$ cat config.mk
export PLATFORM = sky130hd
export DESIGN_NAME = modbus_slave_netconfig
export DESIGN_NICKNAME = d
export VERILOG_FILES = /design/src/logic/mbs_pkg.sv /design/src/logic/holding_mem.sv /design/src/logic/reg_attr.sv /design/src/logic/modbus_slave_netconfig.sv
export SDC_FILE = /design/constraint.sdc
export NUM_CORES = 2
export LEC_CHECK = 0
export ABC_CLOCK_PERIOD_IN_PS = 22800
export BUFFER_PORTS_ARGS = -buffer_cell sky130_fd_sc_hd__buf_2
export CORE_ASPECT_RATIO = 1.2
export CORE_MARGIN = 3
export CORE_UTILIZATION = 50
export CTS_CLUSTER_SIZE = 25
export DETAILED_ROUTE_END_ITERATION = 12
export MAX_ROUTING_LAYER = met4
export PLACE_DENSITY = 0.69
export SLEW_MARGIN = 20
export SYNTH_ARGS = -nofsm -noshare
export SYNTH_HDL_FRONTEND = slang
export SYNTH_HIERARCHICAL = 1
export SYNTH_SLANG_ARGS = --single-unit
export TNS_END_PERCENT = 30
$ cat constraint.sdc
create_clock -name core_clk -period 22.8 [get_ports core_clk]
set_clock_uncertainty 0.15 [all_clocks]
set_input_delay 4.56 -clock core_clk [delete_from_list [all_inputs] [get_ports core_clk]]
set_output_delay 4.56 -clock core_clk [all_outputs]
set_load 0.005 [all_outputs]
$ cat src/logic/mbs_pkg.sv
// Shared constants for the Modbus slave front end and its network setup.
// Assumes one 25 MHz core clock; all users import this package.
package mbs_pkg;

   // ****************************************
   // Widths
   // ****************************************
   localparam int BYTE_W = 8;
   localparam int WORD_W = 16;
   localparam int ADDR_W = 16;
   localparam int IP_W = 32;
   localparam int SW_W = 4;

   // ****************************************
   // Function and exception codes
   // ****************************************
   localparam logic [BYTE_W-1:0] FC_READ = 8'h03;
   localparam logic [BYTE_W-1:0] FC_WRITE_ONE = 8'h06;
   localparam logic [BYTE_W-1:0] FC_WRITE_MANY = 8'h10;
   localparam logic [BYTE_W-1:0] EXC_FLAG = 8'h80;
   localparam logic [BYTE_W-1:0] EXC_NONE = 8'h00;
   localparam logic [BYTE_W-1:0] EXC_FUNC = 8'h01;
   localparam logic [BYTE_W-1:0] EXC_ADDR = 8'h02;
   localparam logic [BYTE_W-1:0] EXC_VALUE = 8'h03;
   localparam logic [BYTE_W-1:0] EXC_FAIL = 8'h04;
   localparam logic [WORD_W-1:0] MAX_READ = 16'h007d;
   localparam logic [WORD_W-1:0] MAX_WRITE = 16'h007b;
   localparam logic [WORD_W-1:0] ONE_WORD = 16'h0001;
   localparam logic [ADDR_W:0] ADDR_SPAN = 17'h10000;

   // ****************************************
   // Holding register map
   // ****************************************
   localparam int REG_DEPTH = 16;
   localparam int REG_AW = 4;
   localparam logic [REG_DEPTH-1:0] REG_READABLE = 16'hfffe;
   localparam logic [REG_DEPTH-1:0] REG_WRITABLE = 16'hffef;
   localparam logic [REG_DEPTH-1:0] REG_CONT = 16'h0080;
   localparam logic [REG_DEPTH-1:0] REG_BYTE_WIDE = 16'h0022;
   localparam logic [WORD_W-1:0] LIMIT_BYTE = 16'h00ff;
   localparam logic [WORD_W-1:0] LIMIT_WORD = 16'hffff;

   // ****************************************
   // Network address setup
   // ****************************************
   localparam logic [SW_W-1:0] MODE_SOFTWARE_CONFIG = 4'h0;
   localparam logic [SW_W-1:0] MODE_BOOTP = 4'h1;
   localparam logic [SW_W-1:0] MODE_FIXED = 4'h2;
   localparam logic [SW_W-1:0] MODE_RESTORE = 4'h3;
   localparam logic [1:0] SRC_DHCP = 2'h0;
   localparam logic [1:0] SRC_BOOTP = 2'h1;
   localparam logic [1:0] SRC_FIXED = 2'h2;
   localparam logic [IP_W-1:0] DEFAULT_RANGE = 32'hc0a81464;
   localparam logic [IP_W-1:0] NO_ADDRESS = 32'h00000000;
   localparam logic [BYTE_W-1:0] CFG_PROCESS = 8'h7d;
   localparam logic [BYTE_W-1:0] PAR_HOST = 8'h0e;
   localparam logic [BYTE_W-1:0] PAR_MASK = 8'h0f;
   localparam logic [BYTE_W-1:0] PAR_ROUTER = 8'h10;

   // ****************************************
   // Timing
   // ****************************************
   localparam int CLK_HZ = 25000000;
   localparam int RESP_TIME_MS = 100;
   localparam int RESP_CYCLES = (CLK_HZ / 1000) * RESP_TIME_MS;
   localparam int RESP_GUARD = 4;

   typedef enum logic [4:0] {
      S_IDLE = 5'h01,
      S_SCAN = 5'h02,
      S_WRITE = 5'h04,
      S_RESP = 5'h08,
      S_STREAM = 5'h10
   } fsm_state_type;

endpackage

$ cat src/logic/holding_mem.sv
// Small holding register store with one write port and a registered read.
// Assumes the caller keeps addresses below DEPTH.
module holding_mem #(
   parameter int DEPTH = mbs_pkg::REG_DEPTH,
   parameter int AW = mbs_pkg::REG_AW,
   parameter int DW = mbs_pkg::WORD_W
) (
   // Clock and reset
   input wire logic core_clk,
   input wire logic sys_rst,
   // Write port
   input wire logic wrEn,
   input wire logic [AW-1:0] wrAddr,
   input wire logic [DW-1:0] wrData,
   // Read port
   input wire logic [AW-1:0] rdAddr,
   output logic [DW-1:0] rdData
);
   import mbs_pkg::*;

   typedef struct packed {
      logic [DEPTH-1:0][DW-1:0] mem;
      logic [DW-1:0] rd;
   } mem_state_type;

   mem_state_type q;
   mem_state_type d;

   // Read during write returns the old word
   always_comb begin
      d = q;
      if (wrEn) begin
         d.mem[wrAddr] = wrData;
      end
      d.rd = q.mem[rdAddr];
   end

   always_ff @(posedge core_clk or posedge sys_rst) begin
      if (sys_rst) begin
         q <= '0;
      end else begin
         q <= d;
      end
   end

   assign rdData = q.rd;
endmodule

$ cat src/logic/reg_attr.sv
// Attribute lookup for one holding register address.
// Assumes the map in the package; pure combinational logic.
module reg_attr (
   // Register address, one bit wider to flag the end of the space
   input wire logic [mbs_pkg::ADDR_W:0] addr,
   // Attributes
   output logic exists,
   output logic readable,
   output logic writable,
   output logic cont,
   output logic [mbs_pkg::WORD_W-1:0] limit
);
   import mbs_pkg::*;

   logic [REG_AW-1:0] index;

   always_comb begin
      index = addr[REG_AW-1:0];
      exists = (addr < (ADDR_W+1)'(REG_DEPTH));
      readable = exists && REG_READABLE[index];
      writable = exists && REG_WRITABLE[index];
      cont = exists && REG_CONT[index];
      limit = REG_BYTE_WIDE[index] ? LIMIT_BYTE : LIMIT_WORD;
   end
endmodule

$ cat src/logic/modbus_slave_netconfig.sv
// Modbus slave request handler plus network address source selection.
// Assumes requests arrive parsed, switches are synchronous, one core clock.
//
// Summary of operation
// - With no other source configured, obtain the address by DHCP.
// - Fixed switch setting: default range 192.168.20.x, last byte from switches.
// - Boot protocol switch setting: obtain the address by BOOTP.
// - Restore setting at power-up erases stored addresses, every power-up.
// - Mode and low-byte switches are sampled only at power-up.
// - Low-byte switches apply in fixed mode, and when nonzero to a written host address.
// - Host address reads 0.0.0.0 when unset; writing an address selects fixed.
// - Nonzero switches give last byte; writing zero restores DHCP only if switches zero.
// - Host, mask, router addresses sit at process 125, parameters 14 to 16.
// - Written network settings apply only after power-up or soft restart.
// - Every valid request is answered within 100 ms.
// - Accept read holding, write single and write multiple registers.
// - Read of missing register or partial multi-register parameter gives exception 02.
// - Read count below 1 or above 125 gives exception 03.
// - Read covering a write-only register gives exception 04.
// - Write to missing register or partial parameter gives exception 02.
// - Write to a read-only register gives exception 04.
// - Write of a value not allowed gives exception 04.
// - Write multiple count below 1 or above 123 gives exception 03.
// - After one write exception, all following values are discarded.
// - Register number minus one is the request address, 0 to 65535.
module modbus_slave_netconfig
   import mbs_pkg::*;
#(
   parameter int RESP_CYC = mbs_pkg::RESP_CYCLES,
   parameter logic [mbs_pkg::IP_W-1:0] FACTORY_HOST = 32'h00000000
) (
   // Clock and reset
   input wire logic core_clk,
   input wire logic sys_rst,
   // Request
   input wire logic reqValid,
   input wire logic [mbs_pkg::BYTE_W-1:0] reqFunc,
   input wire logic [mbs_pkg::ADDR_W-1:0] reqAddr,
   input wire logic [mbs_pkg::WORD_W-1:0] reqCount,
   input wire logic [mbs_pkg::WORD_W-1:0] reqValue,
   output logic reqReady,
   // Write multiple data words
   input wire logic wrValid,
   input wire logic [mbs_pkg::WORD_W-1:0] wrData,
   output logic wrReady,
   // Answer header
   output logic respValid,
   output logic [mbs_pkg::BYTE_W-1:0] respFunc,
   output logic [mbs_pkg::BYTE_W-1:0] respExc,
   output logic [mbs_pkg::ADDR_W-1:0] respAddr,
   output logic [mbs_pkg::WORD_W-1:0] respQty,
   // Answer read data
   output logic rdValid,
   output logic [mbs_pkg::WORD_W-1:0] rdData,
   output logic rdLast,
   // Switches and restart
   input wire logic [mbs_pkg::SW_W-1:0] modeSwitch,
   input wire logic [mbs_pkg::BYTE_W-1:0] lowByteSwitch,
   input wire logic softRestart,
   // Configuration parameter access
   input wire logic cfgWrite,
   input wire logic cfgRead,
   input wire logic [mbs_pkg::BYTE_W-1:0] cfgProcess,
   input wire logic [mbs_pkg::BYTE_W-1:0] cfgParam,
   input wire logic [mbs_pkg::IP_W-1:0] cfgData,
   output logic [mbs_pkg::IP_W-1:0] cfgRdData,
   // Applied network settings
   output logic [mbs_pkg::IP_W-1:0] networkHostAddress,
   output logic [mbs_pkg::IP_W-1:0] networkMaskSetting,
   output logic [mbs_pkg::IP_W-1:0] networkRouterAddress,
   output logic [1:0] addrSource
);
   import mbs_pkg::*;

   localparam int LAT_W = $clog2(RESP_CYC + 1);

   typedef struct packed {
      fsm_state_type st;
      logic rdy;
      logic [BYTE_W-1:0] func;
      logic [ADDR_W-1:0] addr;
      logic [WORD_W-1:0] cnt;
      logic [WORD_W-1:0] val;
      logic [ADDR_W:0] idx;
      logic [WORD_W-1:0] left;
      logic [BYTE_W-1:0] exc;
      logic [LAT_W-1:0] lat;
      logic respV;
      logic [BYTE_W-1:0] respF;
      logic [BYTE_W-1:0] respE;
      logic [ADDR_W-1:0] respA;
      logic [WORD_W-1:0] respQ;
      logic wrRdy;
      logic pend;
      logic pendLast;
      logic rdV;
      logic rdL;
      logic [WORD_W-1:0] rdD;
      logic memWr;
      logic [REG_AW-1:0] memWa;
      logic [WORD_W-1:0] memWd;
      logic sampled;
      logic applyPend;
      logic [SW_W-1:0] mode;
      logic [BYTE_W-1:0] lsb;
      logic [IP_W-1:0] sHost;
      logic [IP_W-1:0] sMask;
      logic [IP_W-1:0] sRouter;
      logic sFixed;
      logic [IP_W-1:0] aHost;
      logic [IP_W-1:0] aMask;
      logic [IP_W-1:0] aRouter;
      logic [1:0] src;
      logic [IP_W-1:0] cfgRd;
   } top_state_type;

   top_state_type q;
   top_state_type d;

   logic aExists;
   logic aRead;
   logic aWrite;
   logic aCont;
   logic [WORD_W-1:0] aLimit;
   logic [WORD_W-1:0] memRd;

   // ****************************************
   // Register map and store
   // ****************************************
   reg_attr attr (
      .addr(q.idx),
      .exists(aExists),
      .readable(aRead),
      .writable(aWrite),
      .cont(aCont),
      .limit(aLimit)
   );

   holding_mem #(
      .DEPTH(REG_DEPTH),
      .AW(REG_AW),
      .DW(WORD_W)
   ) store (
      .core_clk(core_clk),
      .sys_rst(sys_rst),
      .wrEn(q.memWr),
      .wrAddr(q.memWa),
      .wrData(q.memWd),
      .rdAddr(q.idx[REG_AW-1:0]),
      .rdData(memRd)
   );

   // ****************************************
   // Next state
   // ****************************************
   always_comb begin
      logic [ADDR_W:0] reqEnd;
      logic [ADDR_W:0] qEnd;
      logic [WORD_W-1:0] reqCnt;
      logic single;
      logic [WORD_W-1:0] word;
      logic wordV;
      reqCnt = (reqFunc == FC_WRITE_ONE) ? ONE_WORD : reqCount;
      reqEnd = {1'b0, reqAddr} + {1'b0, reqCnt};
      qEnd = {1'b0, q.addr} + {1'b0, q.cnt};
      single = (q.func == FC_WRITE_ONE);
      word = single ? q.val : wrData;
      wordV = single || (wrValid && q.wrRdy);
      d = q;
      d.respV = 1'b0;
      d.rdV = 1'b0;
      d.rdL = 1'b0;
      d.memWr = 1'b0;
      d.pend = 1'b0;

      // Switches are caught once, on the first clock after reset
      if (!q.sampled) begin
         d.sampled = 1'b1;
         d.mode = modeSwitch;
         d.lsb = lowByteSwitch;
         d.applyPend = 1'b1;
         if (modeSwitch == MODE_RESTORE) begin
            d.sHost = NO_ADDRESS;
            d.sMask = NO_ADDRESS;
            d.sRouter = NO_ADDRESS;
            d.sFixed = 1'b0;
         end
      end else if (cfgWrite && cfgProcess == CFG_PROCESS) begin
         // Stored only; the live address changes at the next apply
         if (cfgParam == PAR_HOST) begin
            d.sHost = cfgData;
            if (cfgData != NO_ADDRESS) begin
               d.sFixed = 1'b1;
            end else if (q.lsb == '0) begin
               d.sFixed = 1'b0;
            end
         end else if (cfgParam == PAR_MASK) begin
            d.sMask = cfgData;
         end else if (cfgParam == PAR_ROUTER) begin
            d.sRouter = cfgData;
         end
      end

      if (cfgRead) begin
         if (cfgProcess != CFG_PROCESS) begin
            d.cfgRd = NO_ADDRESS;
         end else if (cfgParam == PAR_HOST) begin
            d.cfgRd = q.sHost;
         end else if (cfgParam == PAR_MASK) begin
            d.cfgRd = q.sMask;
         end else if (cfgParam == PAR_ROUTER) begin
            d.cfgRd = q.sRouter;
         end else begin
            d.cfgRd = NO_ADDRESS;
         end
      end

      if (q.applyPend || (softRestart && q.sampled)) begin
         d.applyPend = 1'b0;
         d.aMask = q.sMask;
         d.aRouter = q.sRouter;
         if (q.mode == MODE_FIXED) begin
            d.src = SRC_FIXED;
            d.aHost = {DEFAULT_RANGE[IP_W-1:BYTE_W], q.lsb};
         end else if (q.mode == MODE_BOOTP) begin
            d.src = SRC_BOOTP;
            d.aHost = NO_ADDRESS;
         end else if (q.sFixed) begin
            d.src = SRC_FIXED;
            d.aHost = {q.sHost[IP_W-1:BYTE_W], (q.lsb != '0) ? q.lsb : q.sHost[BYTE_W-1:0]};
         end else begin
            d.src = SRC_DHCP;
            d.aHost = NO_ADDRESS;
         end
      end

      if (q.st != S_IDLE) begin
         d.lat = q.lat + 1'b1;
      end

      case (q.st)
         S_IDLE: begin
            d.lat = '0;
            if (reqValid && q.rdy) begin
               d.rdy = 1'b0;
               d.func = reqFunc;
               d.addr = reqAddr;
               d.cnt = reqCnt;
               d.val = reqValue;
               d.left = reqCnt;
               d.exc = EXC_NONE;
               d.st = S_RESP;
               if (reqFunc != FC_READ && reqFunc != FC_WRITE_ONE && reqFunc != FC_WRITE_MANY) begin
                  d.exc = EXC_FUNC;
               end else if (reqFunc == FC_READ && (reqCnt == '0 || reqCnt > MAX_READ)) begin
                  d.exc = EXC_VALUE;
               end else if (reqFunc == FC_WRITE_MANY && (reqCnt == '0 || reqCnt > MAX_WRITE)) begin
                  d.exc = EXC_VALUE;
               end else if (reqEnd > ADDR_SPAN) begin
                  d.exc = EXC_ADDR;
               end else begin
                  d.st = S_SCAN;
                  d.idx = (reqFunc == FC_READ) ? {1'b0, reqAddr} : reqEnd;
               end
            end
         end
         S_SCAN: begin
            // Writes only look past the end here; per-word checks come later
            if (q.idx == qEnd) begin
               if (aCont) begin
                  d.exc = EXC_ADDR;
                  d.st = S_RESP;
               end else if (q.func == FC_READ) begin
                  d.st = S_RESP;
               end else begin
                  d.st = S_WRITE;
                  d.idx = {1'b0, q.addr};
                  d.wrRdy = !single;
               end
            end else if (!aExists || (q.idx == {1'b0, q.addr} && aCont)) begin
               d.exc = EXC_ADDR;
               d.st = S_RESP;
            end else if (!aRead) begin
               d.exc = EXC_FAIL;
               d.st = S_RESP;
            end else begin
               d.idx = q.idx + 1'b1;
            end
         end
         S_WRITE: begin
            if (q.lat >= LAT_W'(RESP_CYC - RESP_GUARD)) begin
               // A stalled master must not hold the answer past the deadline
               if (q.exc == EXC_NONE) begin
                  d.exc = EXC_FAIL;
               end
               d.wrRdy = 1'b0;
               d.st = S_RESP;
            end else if (wordV) begin
               if (q.exc == EXC_NONE) begin
                  if (!aExists || (q.idx == {1'b0, q.addr} && aCont)) begin
                     d.exc = EXC_ADDR;
                  end else if (!aWrite) begin
                     d.exc = EXC_FAIL;
                  end else if (word > aLimit) begin
                     d.exc = EXC_FAIL;
                  end else begin
                     d.memWr = 1'b1;
                     d.memWa = q.idx[REG_AW-1:0];
                     d.memWd = word;
                  end
               end
               d.idx = q.idx + 1'b1;
               d.left = q.left - 1'b1;
               if (q.left == ONE_WORD) begin
                  d.wrRdy = 1'b0;
                  d.st = S_RESP;
               end
            end
         end
         S_RESP: begin
            d.respV = 1'b1;
            d.respF = (q.exc != EXC_NONE) ? (q.func | EXC_FLAG) : q.func;
            d.respE = q.exc;
            d.respA = q.addr;
            d.respQ = (q.func == FC_READ) ? (q.cnt << 1) : (single ? q.val : q.cnt);
            if (q.func == FC_READ && q.exc == EXC_NONE) begin
               d.st = S_STREAM;
               d.idx = {1'b0, q.addr};
               d.left = q.cnt;
            end else begin
               d.st = S_IDLE;
               d.rdy = 1'b1;
            end
         end
         S_STREAM: begin
            d.pend = 1'b1;
            d.pendLast = (q.left == ONE_WORD);
            d.idx = q.idx + 1'b1;
            d.left = q.left - 1'b1;
            if (q.left == ONE_WORD) begin
               d.st = S_IDLE;
               d.rdy = 1'b1;
            end
         end
         default: begin
            d.st = S_IDLE;
            d.rdy = 1'b1;
         end
      endcase

      if (q.pend) begin
         d.rdV = 1'b1;
         d.rdD = memRd;
         d.rdL = q.pendLast;
      end
   end

   always_ff @(posedge core_clk or posedge sys_rst) begin
      if (sys_rst) begin
         q <= '0;
         q.st <= S_IDLE;
         q.rdy <= 1'b1;
         q.sHost <= FACTORY_HOST;
         q.sFixed <= (FACTORY_HOST != NO_ADDRESS);
      end else begin
         q <= d;
      end
   end

   // ****************************************
   // Outputs
   // ****************************************
   assign reqReady = q.rdy;
   assign wrReady = q.wrRdy;
   assign respValid = q.respV;
   assign respFunc = q.respF;
   assign respExc = q.respE;
   assign respAddr = q.respA;
   assign respQty = q.respQ;
   assign rdValid = q.rdV;
   assign rdData = q.rdD;
   assign rdLast = q.rdL;
   assign cfgRdData = q.cfgRd;
   assign networkHostAddress = q.aHost;
   assign networkMaskSetting = q.aMask;
   assign networkRouterAddress = q.aRouter;
   assign addrSource = q.src;
endmodule

# [Word level (Yosys, flattened, before mapping)]
# Memories as Yosys holds them, arrays and structs flattened.
# Cells that the tools add are included.
[op_classes] addsub=5 multipliers=0 div=0 n_lt_le_gt_ge=9 eq_ne=56 shifts=0 muxes=106 bitwise=4 n_reduce_logical=46
[ops] op="$mux W32" count=11
[ops] op="$mux W97" count=3
[ops] op="$bwmux W256" count=1
[ops] op="$mux W17" count=10
[ops] op="$mux W21" count=7
[ops] op="$mux W16" count=7
[ops] op="$mux W103" count=1
[ops] op="$mux W8" count=12
[ops] op="$pmux W17 S5" count=1
[ops] op="$mux W33" count=2
[ops] op="$bmux W16 S4" count=1
[ops] op="$demux W16 S4" count=1
[ops] op="$mux W64" count=1
[ops] op="$pmux W16 S4" count=1
[ops] op="$mux W5" count=10
[ops] op="$mux W49" count=1
[ops] op="$mux W22" count=2
[ops] op="$mux W41" count=1
[ops] op="$add A16 B16 Y17" count=2
[ops] op="$gt A16 B7 Y1 const B" count=2
[ops] op="$ne A2 B2 Y1 const B" count=16
[ops] op="$reduce_bool A32 Y1" count=1
[ops] op="$pmux W5 S5" count=1
[ops] op="$pmux W8 S3" count=1
[ops] op="61 further kinds" count=130
[totals] regBits=729 latchBits=0 ramBits=0 mem_bits_ro=64 in_bits=139 out_inout_bits=199 elab_cells=284 n_memories=4
[mem_list] memory="(no name shown)" words=16 word_bits=1 rd=1 rd_clocked_by_memory_dff=0 wr=0 line="reg_attr.sv:20" source="readable = exists && REG_READABLE[index];"
[mem_list] memory="(no name shown)" words=16 word_bits=1 rd=1 rd_clocked_by_memory_dff=0 wr=0 line="reg_attr.sv:21" source="writable = exists && REG_WRITABLE[index];"
[mem_list] memory="(no name shown)" words=16 word_bits=1 rd=1 rd_clocked_by_memory_dff=0 wr=0 line="reg_attr.sv:22" source="cont = exists && REG_CONT[index];"
[mem_list] memory="(no name shown)" words=16 word_bits=1 rd=1 rd_clocked_by_memory_dff=0 wr=0 line="reg_attr.sv:23" source="limit = REG_BYTE_WIDE[index] ? LIMIT_BYTE : LIMIT_WORD;"

# [Logic depth before layout (Yosys ltp)]
[depth] depth_word=11 depth_mapped=19

# [Cells and area by module]
# Netlist, hierarchy kept.
[modules_own_cells] module="modbus_slave_netconfig" instances=1 cells_per_inst=2657 area_per_inst_um2=24422.2 seq_area_each_um2=11188.2
[modules_own_cells] module="holding_mem" instances=1 cells_per_inst=748 area_per_inst_um2=12100.4 seq_area_each_um2=6806.5
[modules_own_cells] module="reg_attr" instances=1 cells_per_inst=29 area_per_inst_um2=200.2 seq_area_each_um2=0.0

# [Least setup slack after synthesis]
# No wires, ideal clock.
[synth_path] path_type="input -> register" start="in reqFunc[3] (netlist name)" end="reg q[381] (netlist name)" setup_time_ps=128 arrival_time_ps=8934 t_required_ps=22522 slack_ps=13588 stages=18 cell_sequence="or4_4 > or2_0 > buf_2 > clkbuf_1 > clkbuf_1 > and2_1 > ha_1 > a21oi_1 > and3_1 > a22oi_1 > a31oi_1 > or3_1 > a211o_1 > or4b_4 > o31ai_4 > buf_6 > o211ai_1 > o2bb2ai_2"
[synth_lines] item="start: declaration" line="modbus_slave_netconfig.sv:37" source="input wire logic [mbs_pkg::BYTE_W-1:0] reqFunc,"

==> metrics <==
maximum clock path buffer count 3; Synth cell types 95; Post-synth EDFFs 0; Die Width 253 microns; ys flop type dfrtp_1; Final Wtd Congestion 0.945; status finished clean; syn_area_per_cell 10.7 sq um; initial antenna violation count 18; grt total ovfl 0; number of core rows 108; worst-skew pair later-pin latency 0.62 ns; layout cells sized above 1 0.291; Fin Setup TNS 0 ns; crit path max fanout 27; PwrDens 71.2 nW/um^2; largest net degree at the start of global routing 158; full die area 76,700 sq um; CTS tree built; crit path launch reqFunc[3]; synth warn 6; cts repair resizes 0; FFs w/ async S/R, synth 1.00; Placed Cells 4,337; Post-DP HPWL 69,800 microns; worst path arrival time 10.00 ns; I/O Buffers 332; fin area 40,200 sq um; Mapped Area 36,700 sq um; P&R area growth vs syn 9.59%; Clk pin slew, worst setup/hold paths 0.06 ns; RSZ-0062 raised after global routing false; worst r2r src q[450]; I/O Pins 338; CORE AREA 72,600 sq um; GRT Resource Usage Total 0.273; Routed wire per std cell 22.7 microns; Core Util, Final 0.555; Starting Density 0.506; DP Area 37,500 sq um; Fill cells 6,249; Worst Hold Launch respFunc[7]; Fin. Hold Viols 0; Root Driver clkbuf_16; Synth Instances 3,434; Final #Nets 3,669; Finished Layout Cells 4,492; DR iter-0 viols 2,087; CP endpoint kind flop; Area contributors post-synth dfrtp_1 49%, mux2_2 12%, nand2_1 5.2%; Worst slew margin 0.186; Worst Path Required 23.17 ns; setup violators final 0; DRT antenna net count 0; Yosys top cell by area dfrtp_1; TritonCTS Buffers 76; H-tree depth 3; Max-Cap Viols 0; maximum VDD drop 62.8 uV; hold buffers post-CTS 0; Final Max Slew Viols 0; leakage 19.9 nW; Seq cells post-synth 719; minimum clock period 9.64 ns; Routed WL 102,000 microns; Tightest Hold Check Type reg2reg; setup bufs post-CTS 0; # clock sinks 719; top cell type's share of synthesized area 0.489; Fmax 104 MHz; first-pass GRT wire length 156,000 microns; Die Ht 303 microns; DR vias 26,400; Vias/cell 5.88; DRC 0; slew of the pin with the lowest slew margin 1.21 ns; critical path type in2reg; DRT Pass-1 Iters 7; crit path launch type primary input; vias in the first global route 26,100; sequential fraction of the synthesis area 0.490; period utilization 0.423
-- final timing paths --
| kind | cells after the start | endpoint | slack [ns] |
|---|---|---|---|
| min | 2 | respFunc[7] | 0.31 |
| max in group asynchronous | 4 | q[240] | 16.22 |
| max | 17 | q[394] | 13.16 |
| min reg2reg | 2 | respFunc[7] | 0.31 |
| min in group asynchronous | 2 | rdData[4] | 3.97 |
| max reg2reg | 15 | q[355] | 17.45 |
-- critical path: stages --
cell      delay (ns)
buf_2           0.10
or4_4           0.62
or2_0           0.25
buf_4           0.22
nand2_1         0.13
inv_1           0.08
ha_1            0.39
o211a_1         0.18
o21ai_0         0.12
a211oi_1        0.47
nor2_1          0.17
xor3_1          0.40
a211o_1         0.25
or4b_4          0.58
o31ai_4         0.75
nand2_2         0.44
o221ai_1        0.28
-- sequential cells by signal (all words and copies together) (netlist names) --
register and cells:
cfgRdData 32, rdData 16, addrSource 2, rdValid 1
respFunc 8, respExc 3, rdLast 1, q 253
reqReady 1, store/rdData 16, store/q 256, networkHostAddress 32
networkMaskSetting 32, networkRouterAddress 32, wrReady 1, respValid 1
respAddr 16, respQty 16
-- metrics by stage --
step                hold WS [ns]  power, W  worst slack (ns)
finish                     0.311   0.00287             13.16
global route               0.332   0.00298             12.99
CTS                        0.316   0.00290             13.29
detailed placement         0.302   0.00159             12.70
global placement           0.297   0.00158             12.69
floorplan                  0.202   0.00153              5.64
-- power breakdown --
part           switching [W]  internal [W]
combinational       0.000127     0.0000771
sequential         0.0000346       0.00133
clock               0.000535      0.000768
-- kinds of logic after synthesis --
kind of cell,synth area share
buf+inv,0.0785
flops,0.490
other cells,0.000307
compound gates,0.107
simple gates,0.120
mux,0.168
fa+ha+maj,0.0172
xor+xnor,0.0191
-- placed cells by master (no fill, tap or decap), types with 20 or more instances in the layout --
cell type  Yosys  layout
dfrtp_1      717     714
nand2_1      505     503
mux2_2       383     383
buf_2         23     332
o21ai_0      239     239
a21oi_1      163     161
nor2_1       143     142
inv_1         87      85
clkbuf_16      0      78
nor3_1        72      72
mux4_2        64      64
ha_1          49      49
buf_4        233      49
xor2_1        46      46
a22oi_1       36      36
xnor2_1       29      29
nor4_1        28      27
and2_1        24      24
mux2i_1       24      24
nor2b_1       23      23
nand4_1       22      22
nand3_1       22      20
and3_1        20      20
a22o_1        20      20
-- layer usage --
metal  vias to the layer above  track usage  part of all wire
li1                      12000            -                 -
met1                     13200        0.350              0.41
met2                      1024        0.428              0.46
met3                       241       0.0544             0.082
met4                         0        0.111             0.044
met5                         -            -                 0
-- Yosys cell counts (all sizes together), types with 5 or more instances --
cell and number:
a31oi 11, a211oi 6, nor4 30, nor2 146, mux4 64, or2 7, a22oi 36, mux2i 24
a21o 16, a32o 5, xnor2 29, o21a 5, clkbuf 152, a221oi 19, a222oi 8, inv 87
and2 25, xor2 46, dfrtp 717, and3 20, nand2 507, nor3b 10, nand3 23, nand4 22
nand2b 18, o22ai 9, a211o 5, nor3 75, buf 273, o211ai 19, a21oi 163, ha 49
nor2b 23, o2bb2ai 16, a22o 20, mux2 395, o31ai 14, o21ai 244, or3 19, nand3b 11
-- area by class of cell --
class / instances / area (sq um) / share of cell area
inverter: 88 / 345 / 0.00858
tap: 935 / 1170 / 0.0291
sequential: 719 / 18000 / 0.447
clock buffer: 103 / 2170 / 0.0538
clock inverter: 38 / 505 / 0.0126
timing repair buffer: 382 / 2050 / 0.0509
multi-input combinational: 2213 / 16000 / 0.397
antenna: 14 / 35.0 / 0.000871
(Power assumes the default switching activity.)
